## src/verilog/transition_filter.sv

```systemverilog
// one status group: condition sampling, rise/fall filters, latched event and enabled summary
`timescale 1ns/1ps
module transition_filter #(
    parameter int WIDTH = 16
) (
    input  wire logic             clock,
    input  wire logic             resetn,
    input  wire logic             enable,
    input  wire logic [WIDTH-1:0] condition,
    input  wire logic [WIDTH-1:0] riseFilter,
    input  wire logic [WIDTH-1:0] fallFilter,
    input  wire logic [WIDTH-1:0] enableMask,
    input  wire logic [WIDTH-1:0] extraSet,
    input  wire logic             clearRead,
    output logic      [WIDTH-1:0] eventLatch,
    output logic                  summary
);
    logic [WIDTH-1:0] lastCondition;
    logic [WIDTH-1:0] edgeHit;

    // per-bit edge detect against the previous cycle; set beats a clearing read
    for (genvar i = 0; i < WIDTH; i++)
    begin : g_bit
        assign edgeHit[i] = (riseFilter[i] & condition[i] & ~lastCondition[i])
                          | (fallFilter[i] & ~condition[i] & lastCondition[i])
                          | extraSet[i];
        always_ff @(posedge clock or negedge resetn)
        begin
            if (!resetn)
            begin
                lastCondition[i] <= 1'b0;
                eventLatch[i]    <= 1'b0;
            end
            else if (enable)
            begin
                lastCondition[i] <= condition[i];
                eventLatch[i]    <= edgeHit[i] | (eventLatch[i] & ~clearRead);
            end
        end
    end

    // unlatched summary, so a clearing read drops it unless enabled events remain
    assign summary = |(eventLatch & enableMask);
endmodule
```

## config.mk

```make
export PLATFORM = sky130hd
export DESIGN_NAME = transition_filter
export DESIGN_NICKNAME = d
export VERILOG_FILES = /design/src/verilog/transition_filter.sv
export SDC_FILE = /design/constraint.sdc
export NUM_CORES = 1
export LEC_CHECK = 0
export BUFFER_PORTS_ARGS = -buffer_cell sky130_fd_sc_hd__clkbuf_2
export CORE_ASPECT_RATIO = 0.6
export CORE_MARGIN = 1
export CORE_UTILIZATION = 36
export DETAILED_ROUTE_END_ITERATION = 16
export GPL_TIMING_DRIVEN = 1
export PLACE_DENSITY = 0.69
export RECOVER_POWER = 25
export SLEW_MARGIN = 20
export SYNTH_ARGS = -nofsm -noshare
export SYNTH_HDL_FRONTEND = slang
export SYNTH_SLANG_ARGS = --single-unit
```

## constraint.sdc

```tcl
create_clock -name clock -period 1.46 [get_ports clock]
set_input_delay 0.073 -clock clock [delete_from_list [all_inputs] [get_ports clock]]
set_output_delay 0.073 -clock clock [all_outputs]
set_load 0.02 [all_outputs]
```

==> Implementation_results.wiki <==
{| class="wikitable"
! Metric !! Value
|-
| Htree depth || 2
|-
| Final routed wirelength across all metal layers || 4059 microns
|-
| Dominant cells by area after synthesis || sky130_fd_sc_hd__dfrtp_1 50%, sky130_fd_sc_hd__a22o_1 11%, sky130_fd_sc_hd__o221ai_1 8.7%, sky130_fd_sc_hd__nand2_1 7.5%, sky130_fd_sc_hd__mux2_4 6.5%
|-
| RSZ-0062 raised after global routing || true
|-
| Via density per instance || 4.799
|-
| Min setup slack post-route || -39.84 ps
|-
| Total global routing track utilization || 18.27%
|-
| Final count of hold timing violations || 0
|-
| Top cell family by delay on the critical path || compound AO/OA/AOI/OAI gates
|-
| Cell at the slowest stage of the critical path || sky130_fd_sc_hd__dfrtp_1
|-
| Violated checks || negative setup slack
|-
| Wirelength per Cell || 12.72 microns
|-
| Total inserted antenna cells || 0
|-
| Number of clock sinks || 32
|-
| Maximum buffer depth of the clock tree || 2
|-
| Sort of element at the end of the critical path || output port
|-
| Starting utilization of the core area || 38.32%
|-
| Proportion of layout cells with a drive suffix above 1 || 53.67%
|-
| Max rail drop VDD || 366.4 uV
|-
| Detailed-router iteration count before antenna repair || 4
|-
| Path type of the worst setup path || flip-flop to output port
|-
| Slew of the pin with the lowest slew margin || 794.2 ps
|-
| Most frequent cells after synthesis || 32 x sky130_fd_sc_hd__dfrtp_1, 32 x sky130_fd_sc_hd__nand2_1, 20 x sky130_fd_sc_hd__a22o_1
|-
| Synth unique cells || 12
|-
| Number of primary I/O pins || 101
|-
| Antenna violations before repair || 0
|-
| Yosys synthesis warning count || 0
|-
| Full die area || 4739 sq um
|-
| Standby leakage power || 1.251 nW
|-
| Clock latency reported for the late side of the worst-skew pair || 280 ps
|-
| EDFF count, synth || 0
|-
| DR DRC count || 0
|-
| Post-CTS clock slew at the launch and capture registers of the worst setup and hold paths || 60 ps
|-
| Pwr per Cell Area || 985.6 nW/um^2
|-
| Reg2reg path depth || 3
|-
| Count of buffering cells on the critical path with inverters included || 1
|-
| Crit path largest cell delay || 380 ps
|-
| Worst hold endpoint || lastCondition[12]
|-
| Maximum fanout encountered on the critical timing path || 2
|-
| Asr flop ratio synth || 100.0%
|-
| Commonest register cell after synthesis || sky130_fd_sc_hd__dfrtp_1
|-
| R2R Setup Slk || 500 ps
|-
| Cell area after technology mapping || 1605 sq um
|-
| Final Setup Violations || 1
|-
| Area share of the largest cell type after synthesis || 49.88%
|-
| Worst min-delay path class || primary input to flip-flop
|-
| Critical path required time || 1390 ps
|-
| Sum of internal, switching and leakage power || 2.331 mW
|-
| Endpoint of the worst-slack reg-to-reg timing path || eventLatch[10]
|-
| Gp weighted congestion || 0.7502
|-
| Pins over their slew limit || 0
|-
| Final worst-path cycle share || 102.7%
|-
| Maximum number of pins on one net before global-route repair || 33
|-
| Syn avg cell area || 11.23 sq um
|-
| Share of synthesized area occupied by flip-flops and latches || 49.88%
|-
| Syn Inst Count || 143
|-
| Largest area contributor in the synthesized netlist || sky130_fd_sc_hd__dfrtp_1
|-
| Result of the run || complete, but fails checks
|-
| Max frequency || 666.7 MHz
|-
| Hold Startpoint || condition[12]
|-
| Die Span Y || 53.73 microns
|-
| Number of maximum-capacitance violations || 0
|-
| Synthesized Nets || 227
|-
| Core Rows || 18
|-
| Min cycle time layout || 1500 ps
|-
| Number of nets in the layout || 342
|-
| TritonCTS clock tree || done
|-
| Count of routing violations after the opening detailed-route iteration || 24
|-
| Final design utilization || 56.45%
|-
| First-pass GRT wire length || 6272 microns
|-
| Count of buffers from port buffering || 100
|-
| Relative area change from synthesis to final layout || 47.31%
|-
| Critical Path AT || 1430 ps
|-
| Via count || 1531
|-
| Antenna-violating nets left || 0
|-
| Root buffer selected by CTS || sky130_fd_sc_hd__clkbuf_8
|-
| Horizontal die dimension || 88.21 microns
|-
| CP startpoint kind || flip-flop
|-
| Reg2Reg Launch Point || lastCondition[10]
|-
| Flops & latches, synth || 32
|-
| Core Region || 4189 sq um
|-
| Final clock skew || 2.344 ps
|-
| CTS buffer count || 5
|-
| Placed wire-length estimate || 2989 microns
|-
| Chain of cells forming the critical path || a22o_1, a221oi_2, nand4_1, clkbuf_8
|-
| Hold Path Cell Cnt || 2
|-
| Overall overflow remaining after global route || 0
|-
| Worst slew slack as a fraction of its limit || 47.05%
|-
| Number of global-route vias before repair || 1340
|-
| Filler cell count in the final layout || 389
|}
==> through the flow <==
step                instance area, sq um  setup WS (ps)  TNS, ps  cells  hold WS, ps
global placement                    2166          167.6        0    301        119.9
floorplan                           1605          232.0        0    143       -222.6
global route                        2365         -109.8   -109.8    319        51.16
CTS                                 2345         -40.40   -40.40    316        47.34
detailed placement                  2166          141.8        0    301        124.5
finish                              2365         -39.84   -39.84    319        55.98
==> layout by cell type (no fill, tap or decap), drive strengths merged <==
| cell | count |
|---|---|
| inv | 16 |
| buf | 11 |
| mux2 | 16 |
| dfrtp | 32 |
| a221oi | 4 |
| a22o | 20 |
| nand2 | 33 |
| o221ai | 16 |
| nand4 | 1 |
| dlygate4sd3 | 1 |
| clkbuf | 109 |
==> flip-flops by register name, summed over array words and instances (netlist names) <==
register	cells
eventLatch	16
lastCondition	16
==> how the worst max path moves through the flow <==
| stage | start | to | slack (ps) | cells past startpoint |
|---|---|---|---|---|
| 6_report | eventLatch[2] | summary | -40 | 4 |
| 5_1_grt | eventLatch[2] | summary | -110 | 4 |
| 4_1_cts | eventLatch[2] | summary | -40 | 4 |
| 3_5_place_dp | eventLatch[2] | summary | 140 | 4 |
| 3_3_place_gp | eventLatch[2] | summary | 170 | 4 |
| 2_1_floorplan | eventLatch[2] | summary | 230 | 3 |
==> cells by family after synthesis <==
group | count (synthesis) | share of synthesized area, %
compound gates | 40 | 21.82
simple gates | 34 | 8.574
flops | 32 | 49.88
buf+inv | 21 | 6.859
mux | 16 | 12.86
==> power by group <==
group / leakage, nW / internal, mW / total (mW) / switching [mW]
Clock: 0.0455 / 0.384 / 0.684 / 0.300
Combinational: 0.843 / 0.308 / 0.578 / 0.270
Sequential: 0.362 / 0.988 / 1.07 / 0.0814
Total: 1.25 / 1.68 / 2.33 / 0.651
==> timing repair <==
action | CTS | global route
setup buffers | 6 | 3
resized for setup | 6 | 0
setup endpoints to repair | 1 | 1
endpoints found under the hold margin | 32 | 0
hold buffers | 1 | 0
pin swaps | 3 | 3
==> layer usage <==
metal | vias to the layer above | GRT usage [%] | part of all wire [%]
met5 | - | 0 | 0
met4 | 0 | 4.839 | 0.91
met3 | 5 | 6.442 | 8.3
met2 | 62 | 28.08 | 43
met1 | 703 | 24.66 | 48
li1 | 761 | - | -
==> area by class of cell <==
| type | instances | area, sq um | share of cell area, % |
|---|---|---|---|
| Timing Repair Buffer | 113 | 619.3 | 26.19 |
| Inverter | 16 | 60.06 | 2.540 |
| Clock buffer | 8 | 90.09 | 3.810 |
| Tap cell | 60 | 75.07 | 3.175 |
| Sequential cell | 32 | 800.8 | 33.86 |
| Multi-Input combinational cell | 90 | 719.4 | 30.42 |
(Power assumes the default switching activity.)
